## src/core/scan_frame_regs.vh

```
// Constants for the scan frame assembler: frame layout, timing and serial framing
`ifndef SCAN_FRAME_REGS_VH
`define SCAN_FRAME_REGS_VH
`define FRAME_BYTES 6'h24
`define FRAME_LAST 6'h23
`define IDX_COMP_HI 6'h00
`define IDX_COMP_LO 6'h01
`define IDX_COUNT 6'h02
`define IDX_FREQ_FIRST 6'h03
`define IDX_FREQ_LAST 6'h11
`define IDX_ADC_FIRST 6'h12
`define IDX_ADC_LAST 6'h1D
`define IDX_PAR_COUNT 6'h23
`define FREQ_CHANNELS 3'h5
`define ADC_CHANNELS 4'h8
`define STATUS_BITS 4
`define CLK_HZ 100000000
`define SCANS_PER_SEC 24
`define SCAN_CYCLES (`CLK_HZ / `SCANS_PER_SEC)
`define ADC_SLOT_US 50
`define ADC_SLOT_CYCLES ((`CLK_HZ / 1000000) * `ADC_SLOT_US)
`define NMEA_BAUD 4800
`define NMEA_BIT_CYCLES (`CLK_HZ / `NMEA_BAUD)
`define NMEA_DATA_BITS 4'h8
`define NMEA_START_CHAR 8'h24
`define NMEA_END_CHAR 8'h0A
`define NMEA_MAX_LEN 8'h52
`endif

```

## src/core/adc_sequencer.v

```verilog
// Steps the eight converter channels one after another from the start of a scan
`timescale 1ns/10ps
`default_nettype none
`include "scan_frame_regs.vh"
module adc_sequencer #(
   parameter SLOT_CYCLES = `ADC_SLOT_CYCLES
) (
   // Clock and reset
   input wire ref_clk,
   input wire srst,
   // Scan timing
   input wire scanStart,
   // Converter control
   output reg [2:0] adcChannel,
   output reg adcConvert,
   output reg adcBusy
);
   reg [15:0] slotCount_reg;
   reg [2:0] chanNext;
   always @(posedge ref_clk) begin
      if (srst) begin
         slotCount_reg <= 16'h0000;
         adcChannel <= 3'h0;
         adcConvert <= 1'b0;
         adcBusy <= 1'b0;
      end else begin
         adcConvert <= 1'b0;
         if (scanStart) begin
            // First channel begins with the scan itself
            adcChannel <= 3'h0;
            adcConvert <= 1'b1;
            adcBusy <= 1'b1;
            slotCount_reg <= 16'h0000;
         end else if (adcBusy) begin
            if (slotCount_reg == SLOT_CYCLES[15:0] - 16'h0001) begin
               slotCount_reg <= 16'h0000;
               if (adcChannel == 3'h7) begin
                  adcBusy <= 1'b0;
               end else begin
                  adcChannel <= chanNext;
                  adcConvert <= 1'b1;
               end
            end else begin
               slotCount_reg <= slotCount_reg + 16'h0001;
            end
         end
      end
   end
   always @* begin
      chanNext = adcChannel + 3'h1;
   end
endmodule // adc_sequencer
`default_nettype wire

```

## src/core/nmea_receiver.v

```verilog
// 4800 baud 8N1 receiver that pulses once per complete position message
`timescale 1ns/10ps
`default_nettype none
`include "scan_frame_regs.vh"
module nmea_receiver #(
   parameter BIT_CYCLES = `NMEA_BIT_CYCLES
) (
   // Clock and reset
   input wire ref_clk,
   input wire srst,
   // Serial line, already synchronised
   input wire rxLine,
   // Results
   output reg [7:0] rxByte,
   output reg rxValid,
   output reg msgPulse
);
   localparam IDLE = 2'h0;
   localparam START = 2'h1;
   localparam DATA = 2'h2;
   localparam STOP = 2'h3;
   reg [1:0] state_reg;
   reg [15:0] tick_reg;
   reg [2:0] bitIdx_reg;
   reg [7:0] shift_reg;
   reg inMsg_reg;
   reg [7:0] msgLen_reg;
   always @(posedge ref_clk) begin
      if (srst) begin
         state_reg <= IDLE;
         tick_reg <= 16'h0000;
         bitIdx_reg <= 3'h0;
         shift_reg <= 8'h00;
         rxByte <= 8'h00;
         rxValid <= 1'b0;
         msgPulse <= 1'b0;
         inMsg_reg <= 1'b0;
         msgLen_reg <= 8'h00;
      end else begin
         rxValid <= 1'b0;
         msgPulse <= 1'b0;
         case (state_reg)
            IDLE: begin
               tick_reg <= 16'h0000;
               if (!rxLine) begin
                  state_reg <= START;
               end
            end
            START: begin
               // Recheck at mid bit to reject glitches
               if (tick_reg == BIT_CYCLES[16:1] - 16'h0001) begin
                  tick_reg <= 16'h0000;
                  bitIdx_reg <= 3'h0;
                  state_reg <= rxLine ? IDLE : DATA;
               end else begin
                  tick_reg <= tick_reg + 16'h0001;
               end
            end
            DATA: begin
               if (tick_reg == BIT_CYCLES[15:0] - 16'h0001) begin
                  tick_reg <= 16'h0000;
                  shift_reg <= {rxLine, shift_reg[7:1]};
                  bitIdx_reg <= bitIdx_reg + 3'h1;
                  if (bitIdx_reg == 3'h7) begin
                     state_reg <= STOP;
                  end
               end else begin
                  tick_reg <= tick_reg + 16'h0001;
               end
            end
            STOP: begin
               if (tick_reg == BIT_CYCLES[15:0] - 16'h0001) begin
                  tick_reg <= 16'h0000;
                  state_reg <= IDLE;
                  // A low stop bit is a framing error; the byte is dropped
                  if (rxLine) begin
                     rxByte <= shift_reg;
                     rxValid <= 1'b1;
                     if (shift_reg == `NMEA_START_CHAR) begin
                        inMsg_reg <= 1'b1;
                        msgLen_reg <= 8'h00;
                     end else if (inMsg_reg && shift_reg == `NMEA_END_CHAR) begin
                        inMsg_reg <= 1'b0;
                        msgPulse <= 1'b1;
                     end else if (inMsg_reg) begin
                        msgLen_reg <= msgLen_reg + 8'h01;
                        if (msgLen_reg == `NMEA_MAX_LEN) begin
                           inMsg_reg <= 1'b0;
                        end
                     end
                  end else begin
                     inMsg_reg <= 1'b0;
                  end
               end else begin
                  tick_reg <= tick_reg + 16'h0001;
               end
            end
            default: begin
               state_reg <= IDLE;
            end
         endcase
      end
   end
endmodule // nmea_receiver
`default_nettype wire

```

## src/core/ctd_scan_frame_assembler.v

```verilog
// Scan frame assembler: 36-byte encoder frame, parallel port reorder, position receiver
// Functional notes
// - Every scan starts one 36-byte frame in a fixed order; a frame not drained by the next scan is cut short.
// - Byte 1 is the upper eight bits of the 12-bit pressure compensation value.
// - Byte 2 is the low four compensation bits followed by the status flags.
// - Byte 3 is a scan counter that steps by one per scan and wraps.
// - Next come the five frequency results as fifteen bytes, three per channel.
// - Frequency channels go in order zero to four, bytes 4-6 through 16-18.
// - Bytes 19 to 30 hold the eight 12-bit converter results in channel order.
// - Two consecutive 12-bit converter results share exactly three bytes.
// - The parallel port copy of a scan moves the counter byte to the end.
// - The position receiver runs at 4800 baud, 8 data bits, 1 stop, no parity.
// - The position indicator pulses once per completely decoded message.
// - Frames are produced at a fixed 24 scans per second.
// - Converter channels are taken in turn from scan start, about 50 us each.
`timescale 1ns/10ps
`default_nettype none
`include "scan_frame_regs.vh"
module ctd_scan_frame_assembler #(
   parameter SCAN_CYCLES = `SCAN_CYCLES,
   parameter SLOT_CYCLES = `ADC_SLOT_CYCLES,
   parameter BIT_CYCLES = `NMEA_BIT_CYCLES
) (
   // Clock and reset
   input wire ref_clk,
   input wire srst,
   // Channel values from the counting and conversion logic
   input wire [11:0] compValue,
   input wire [3:0] statusFlags,
   input wire [119:0] freqWords,
   input wire [95:0] adcWords,
   // Converter sequencing
   output wire [2:0] adcChannel,
   output wire adcConvert,
   // Encoder byte stream
   output reg [7:0] encData,
   output reg encValid,
   input wire encReady,
   output reg encFirst,
   output reg encLast,
   // Parallel instrument port byte stream
   output reg [7:0] parData,
   output reg parValid,
   input wire parReady,
   output reg parLast,
   // Scan timing
   output reg scanStart,
   output reg overrun,
   // Position receiver pin and indicator
   input wire nmeaRx,
   output wire [7:0] nmeaByte,
   output wire nmeaByteValid,
   output wire nmeaLed
);
   reg [31:0] scanCount_reg;
   reg [7:0] modCount_reg;
   reg [11:0] compSnap_reg;
   reg [3:0] statusSnap_reg;
   reg [119:0] freqSnap_reg;
   reg [95:0] adcSnap_reg;
   reg [5:0] encIdx_reg;
   reg encBusy_reg;
   reg [5:0] parIdx_reg;
   reg parBusy_reg;
   reg rxMeta_reg;
   reg rxSync_reg;
   reg [7:0] encByte;
   wire [7:0] parByte;
   wire [5:0] parSrc;
   reg [31:0] scanCount_next;
   reg scanWrap;
   reg [5:0] encIdx_next;
   reg encBusy_next;
   reg encAccept;
   reg encLoad;
   reg [5:0] parIdx_next;
   reg parBusy_next;
   reg parAccept;

   // Returns frame byte idx (zero based) from the snapshot
   function [7:0] frame_byte;
      input [5:0] idx;
      input [11:0] comp;
      input [3:0] stat;
      input [7:0] cnt;
      input [119:0] freq;
      input [95:0] adc;
      reg [5:0] off;
      reg [6:0] bitPos;
      begin
         off = 6'h00;
         bitPos = 7'h00;
         if (idx == `IDX_COMP_HI) begin
            frame_byte = comp[11:4];
         end else if (idx == `IDX_COMP_LO) begin
            frame_byte = {comp[3:0], stat};
         end else if (idx == `IDX_COUNT) begin
            frame_byte = cnt;
         end else if (idx <= `IDX_FREQ_LAST) begin
            // Channel 0 first, each word most significant byte first
            off = idx - `IDX_FREQ_FIRST;
            bitPos = 7'h77 - {off[3:0], 3'h0};
            frame_byte = freq[bitPos -: 8];
         end else if (idx <= `IDX_ADC_LAST) begin
            // Channel pairs packed as 24 bits, lower channel in the high bits
            off = idx - `IDX_ADC_FIRST;
            bitPos = 7'h5F - {off[3:0], 3'h0};
            frame_byte = adc[bitPos -: 8];
         end else begin
            frame_byte = 8'h00;
         end
      end
   endfunction

   // Parallel slot to frame index: 0,1 stay, 2..34 take 3..35, slot 35 is the counter
   function [5:0] par_source;
      input [5:0] slot;
      begin
         if (slot == `IDX_PAR_COUNT) begin
            par_source = `IDX_COUNT;
         end else if (slot < `IDX_COUNT) begin
            par_source = slot;
         end else begin
            par_source = slot + 6'h01;
         end
      end
   endfunction

   // Scan pacing; frame restarts are self-timed, not from any outside strobe
   always @* begin
      scanWrap = (scanCount_reg == SCAN_CYCLES - 1);
      if (scanWrap) begin
         scanCount_next = 32'h00000000;
      end else begin
         scanCount_next = scanCount_reg + 32'h00000001;
      end
   end

   always @(posedge ref_clk) begin
      if (srst) begin
         scanCount_reg <= 32'h00000000;
         scanStart <= 1'b0;
      end else begin
         scanCount_reg <= scanCount_next;
         scanStart <= scanWrap;
      end
   end

   adc_sequencer #(
      .SLOT_CYCLES(SLOT_CYCLES)
   ) u_adc_sequencer (
      .ref_clk(ref_clk),
      .srst(srst),
      .scanStart(scanStart),
      .adcChannel(adcChannel),
      .adcConvert(adcConvert),
      .adcBusy()
   );

   // Snapshot at scan start so a frame never mixes two scans
   always @(posedge ref_clk) begin
      if (srst) begin
         modCount_reg <= 8'hFF;
         compSnap_reg <= 12'h000;
         statusSnap_reg <= 4'h0;
         freqSnap_reg <= 120'h0;
         adcSnap_reg <= 96'h0;
         overrun <= 1'b0;
      end else if (scanStart) begin
         // The previous frame must be drained; if not it is cut short
         // Cutting keeps each frame tied to one scan; a slow sink loses bytes, not timing
         overrun <= encBusy_reg | parBusy_reg;
         modCount_reg <= modCount_reg + 8'h01;
         compSnap_reg <= compValue;
         statusSnap_reg <= statusFlags;
         freqSnap_reg <= freqWords;
         adcSnap_reg <= adcWords;
      end else begin
         overrun <= 1'b0;
      end
   end

   // Encoder stream: indices 0..35 once per scan
   always @* begin
      encAccept = encBusy_reg && encReady;
      encLoad = scanStart || (encAccept && encIdx_reg != `FRAME_LAST);
      encIdx_next = encIdx_reg;
      encBusy_next = encBusy_reg;
      if (scanStart) begin
         encIdx_next = 6'h00;
         encBusy_next = 1'b1;
      end else if (encAccept) begin
         if (encIdx_reg == `FRAME_LAST) begin
            encBusy_next = 1'b0;
         end else begin
            encIdx_next = encIdx_reg + 6'h01;
         end
      end
   end

   always @(posedge ref_clk) begin
      if (srst) begin
         encIdx_reg <= 6'h00;
         encBusy_reg <= 1'b0;
      end else begin
         encIdx_reg <= encIdx_next;
         encBusy_reg <= encBusy_next;
      end
   end

   // At scan start the snapshot lands on this same edge, so the first byte comes from
   // the live inputs instead
   always @* begin
      if (scanStart) begin
         encByte = frame_byte(6'h00, compValue, statusFlags, modCount_reg + 8'h01,
            freqWords, adcWords);
      end else begin
         encByte = frame_byte(encIdx_reg + 6'h01, compSnap_reg, statusSnap_reg,
            modCount_reg, freqSnap_reg, adcSnap_reg);
      end
   end

   // Output holding register reloaded from the walking index only at scan start or when a byte is accepted
   always @(posedge ref_clk) begin
      if (srst) begin
         encData <= 8'h00;
         encValid <= 1'b0;
         encFirst <= 1'b0;
         encLast <= 1'b0;
      end else if (encLoad) begin
         encValid <= 1'b1;
         encData <= encByte;
         encFirst <= scanStart;
         encLast <= !scanStart && (encIdx_reg + 6'h01 == `FRAME_LAST);
      end else if (encAccept) begin
         encValid <= 1'b0;
         encFirst <= 1'b0;
         encLast <= 1'b0;
      end
   end

   // Parallel copy: counter byte skipped at the front and sent last
   always @* begin
      parAccept = parBusy_reg && parReady;
      parIdx_next = parIdx_reg;
      parBusy_next = parBusy_reg;
      if (scanStart) begin
         parIdx_next = 6'h00;
         parBusy_next = 1'b1;
      end else if (parAccept) begin
         if (parIdx_reg == `FRAME_LAST) begin
            parBusy_next = 1'b0;
         end else begin
            parIdx_next = parIdx_reg + 6'h01;
         end
      end
   end

   always @(posedge ref_clk) begin
      if (srst) begin
         parIdx_reg <= 6'h00;
         parBusy_reg <= 1'b0;
      end else begin
         parIdx_reg <= parIdx_next;
         parBusy_reg <= parBusy_next;
      end
   end

   // No holding register here: the sink sees the next byte in the cycle the index moves
   assign parSrc = par_source(parIdx_reg);
   assign parByte = frame_byte(parSrc, compSnap_reg, statusSnap_reg, modCount_reg,
      freqSnap_reg, adcSnap_reg);

   always @* begin
      parData = parByte;
      parValid = parBusy_reg;
      parLast = parBusy_reg && (parIdx_reg == `FRAME_LAST);
   end

   // Two-stage synchroniser on the position line pin
   // Both stages reset to the idle level so release never fakes a start bit
   always @(posedge ref_clk) begin
      if (srst) begin
         rxMeta_reg <= 1'b1;
         rxSync_reg <= 1'b1;
      end else begin
         rxMeta_reg <= nmeaRx;
         rxSync_reg <= rxMeta_reg;
      end
   end

   nmea_receiver #(
      .BIT_CYCLES(BIT_CYCLES)
   ) u_nmea_receiver (
      .ref_clk(ref_clk),
      .srst(srst),
      .rxLine(rxSync_reg),
      .rxByte(nmeaByte),
      .rxValid(nmeaByteValid),
      .msgPulse(nmeaLed)
   );
endmodule // ctd_scan_frame_assembler
`default_nettype wire

```

## config.mk

```make
export PLATFORM = sky130hd
export DESIGN_NAME = ctd_scan_frame_assembler
export DESIGN_NICKNAME = d
export VERILOG_FILES = /design/src/core/adc_sequencer.v /design/src/core/nmea_receiver.v /design/src/core/ctd_scan_frame_assembler.v
export VERILOG_INCLUDE_DIRS = /design/src /design/src/core
export SDC_FILE = /design/constraint.sdc
export NUM_CORES = 1
export LEC_CHECK = 0
export CAP_MARGIN = 10
export CORE_MARGIN = 5
export CORE_UTILIZATION = 40
export DETAILED_ROUTE_END_ITERATION = 12
export DONT_BUFFER_PORTS = 1
export SYNTH_ARGS = -nofsm -noshare
export SYNTH_HDL_FRONTEND = slang
export SYNTH_SLANG_ARGS = --single-unit
```

## constraint.sdc

```tcl
create_clock -name ref_clk -period 6 [get_ports ref_clk]
set_input_delay 0.6 -clock ref_clk [delete_from_list [all_inputs] [get_ports ref_clk]]
set_output_delay 0.6 -clock ref_clk [all_outputs]
set_load 0.005 [all_outputs]
```

==> results.yml <==
yosys:
  synth_area_sq_mm: 0.0191
  synth_cell_types: 75
  syn_nets: 2393
  async_flop_share_pct: 0
  yosysWarnings: 0
  synth-seq-cells: 370
  avgSynthCellArea_sq_um: 8.98
  synth.area.top_cells: "dfxtp_1 (39%), mux2i_1 (16%), nor2_1 (7.6%), mux4_2 (6.0%), nand2_1 (3.9%)"
  synth_edf_count: 0
  synth.largest_area_cell: "dfxtp_1"
  synth-seq-area-share_pct: 38.8
  synth_top_area_share_pct: 38.8
  netlist_instances: 2125
  ys.flop_type: "dfxtp_1"
critical_path:
  crit_path_max_fanout: 23
  cp.required_ns: 5.40
  cp_common_cell: "buf_4"
  worstSetupPathType: "reg -> out"
  critPathArrivalTime_ns: 5.09
  worstPathCellList: "ha_2 > and3_1 > nor3_4 > buf_4 > ha_1 > buf_4 > inv_1 > buf_4 > mux2_2 > and3_1 > o21a_1 > or3_1 > o21a_1 > a31oi_1 > buf_4"
  start_kind: "flip-flop"
  critical-path-max-stage-delay_ns: 0.59
  end_kind: "output port"
  cp_slowest_cell: "dfxtp_1"
run_status:
  status: "finished, final reports clean"
floorplan:
  ioPinCount: 274
  dieArea_sq_mm: 0.0522
  core-area_sq_mm: 0.0474
  num_rows: 80
  die_w_um: 228
  die_h_um: 228
  start_util_pct: 40.2
cts:
  cts_buffer_depth: 3
  root_buffer: "clkbuf_16"
  h-tree-depth: 2
  cts_tree: "done"
  clkLatencyLatePin_ns: 0.58
  cts.sinks: 370
  path_clk_slew_ns: 0.06
  ctsHoldBuffers: 0
  cts_buffers: 42
  post_cts_buffers: 0
timing:
  worst_slew_margin_rel_pct: 23.3
  rsz0062_at_grt: "false"
  hold_viol: 0
  fin_crit_sh_pct: 94.9
  period_minus_slack_ns: 5.69
  setup_viol: 0
  fin_tns_setup_ns: 0
  final_max_slew_viol_count: 0
  finClkSkew_ns: 0.0193
  tightest_slew_ns: 1.14
  max_freq_mhz: 176
  setup_ws_ns: 0.308
detailed_routing:
  wl_per_cell_um: 22.4
  ant_nets: 0
  num_vias: 15700
  wirelength_um: 60400
  first_pass_iters: 6
  drt_iter0_drc: 1489
  drc: 0
  vias_per_cell: 5.83
finish:
  final_nets: 2320
  largest_register_ff_count: 120
  n_fill_cell: 4610
  layout_common_cells: "nor2_1 (388), dfxtp_1 (368), mux2i_1 (302), nand2_1 (199), nand3_1 (89)"
  area_growth_pct: 10.3
  design_area_sq_mm: 0.0210
  final_common_cell: "nor2_1"
  drive_gt1_share_pct: 8.30
power:
  power_density_mw_per_mm2: 252
  vdd_ir_drop_max_uv: 176
  total_power_mw: 5.31
  p_leak_nw: 6.94
placement:
  placed_area_sq_mm: 0.0195
  dpl.hpwl_um: 44900
  gp_congestion: 0.944
  portBuffers: 0
  pre_cts_ws_ns: 0.625
grt:
  antenna_found_initial: 5
  grt_first_pass_wirelength_um: 92200
  grtUsageTotal_pct: 22.2
  grt_pass1_vias: 14900
  grt_max_degree: 278
  grt_overflow: 0
run:
  cap_violations: 0
hold_path:
  min_path_type: "in -> reg"
==> logic make-up after synthesis <==
| logic type | after synthesis | synth area share, % |
|---|---|---|
| DFF | 370 | 38.8 |
| and+or+nand+nor | 813 | 18.7 |
| muxes | 359 | 22.2 |
| AOI/OAI and AO/OA | 297 | 10.3 |
| xor gates and xnor gates | 95 | 4.59 |
| adders and majority gates | 31 | 2.03 |
| buffers and inverters | 160 | 3.33 |
==> critical path, delay by kind of cell (launching register included) <==
family,cells,cell delay (ns)
AOI/OAI and AO/OA,3,0.78
adders and majority gates,2,0.71
buffers and inverters,5,1.01
DFF,1,0.59
muxes,1,0.39
and+or+nand+nor,4,1.03
==> metrics by stage <==
stage                     utilization (%)  hold slack [ns]  instances
after global routing                 44.3           0.0714       2699
after global placement               41.1            0.409       2623
final                                44.3            0.111       2700
after detailed placement             41.1            0.420       2623
after CTS                            44.3           0.0601       2699
after floorplan                         -            0.389       2125
==> path summary, 6_finish.rpt <==
check                                      endpoint  cells past startpoint  slack, ns                        from
min reg2reg                   rxSync_reg$_SDFF_PP1_                      1       0.43       rxMeta_reg$_SDFF_PP1_
max reg2reg                 encData[4]$_SDFFE_PP0P_                     12       1.75  encIdx_reg[0]$_SDFFE_PP0P_
min          u_nmea_receiver.rxByte[3]$_SDFFE_PP0P_                      1       0.11                        srst
max                                      parData[1]                     15       0.31  parIdx_reg[0]$_SDFFE_PP0P_
==> synthesized netlist by cell type (all sizes together) (11+ instances only) <==
library cell    n
a211oi         11
a21o           12
a21oi          75
a31oi          31
and3           26
buf            47
clkbuf         88
dfxtp         370
ha             31
inv            25
mux2i         302
mux4           51
nand2         200
nand3          90
nand4          20
nor2          388
nor3           25
o211ai         24
o21ai          49
o221ai         13
o22ai          23
xnor2          38
xor2           55
==> timing repair <==
item,in CTS,in global routing
pin swaps,0,0
endpoints found under the setup margin,1,7
gates resized for setup,1,5
cloned,0,0
hold endpoints to repair,0,0
==> routing by layer <==
metal | vias to the layer above | GRT usage, % | share of wire (%)
met2 | 570 | 34.6 | 45
met1 | 7628 | 29.3 | 43
li1 | 7430 | - | -
met4 | 8 | 7.01 | 3.0
met3 | 110 | 7.42 | 9.5
met5 | - | 0 | 0.12
==> where the power goes <==
part	total [mW]	internal [mW]	leakage, nW	switching [mW]
sequential	2.46	2.46	2.98	0.00525
combinational	0.0373	0.0144	3.23	0.0229
clock	2.81	1.71	0.732	1.09
==> layout make-up <==
cell class	instances	area, sq um	share of cell area, %
Tap cell	615	769	3.66
Clock buffer	56	1150	5.49
Inverter	25	95.1	0.452
Multi-Input combinational cell	1595	11100	52.7
Sequential cell	370	7410	35.3
Timing Repair Buffer	18	160	0.762
Antenna cell	1	2.50	0.0119
Clock inverter	20	350	1.67
Power figures use the tool's default switching activity.
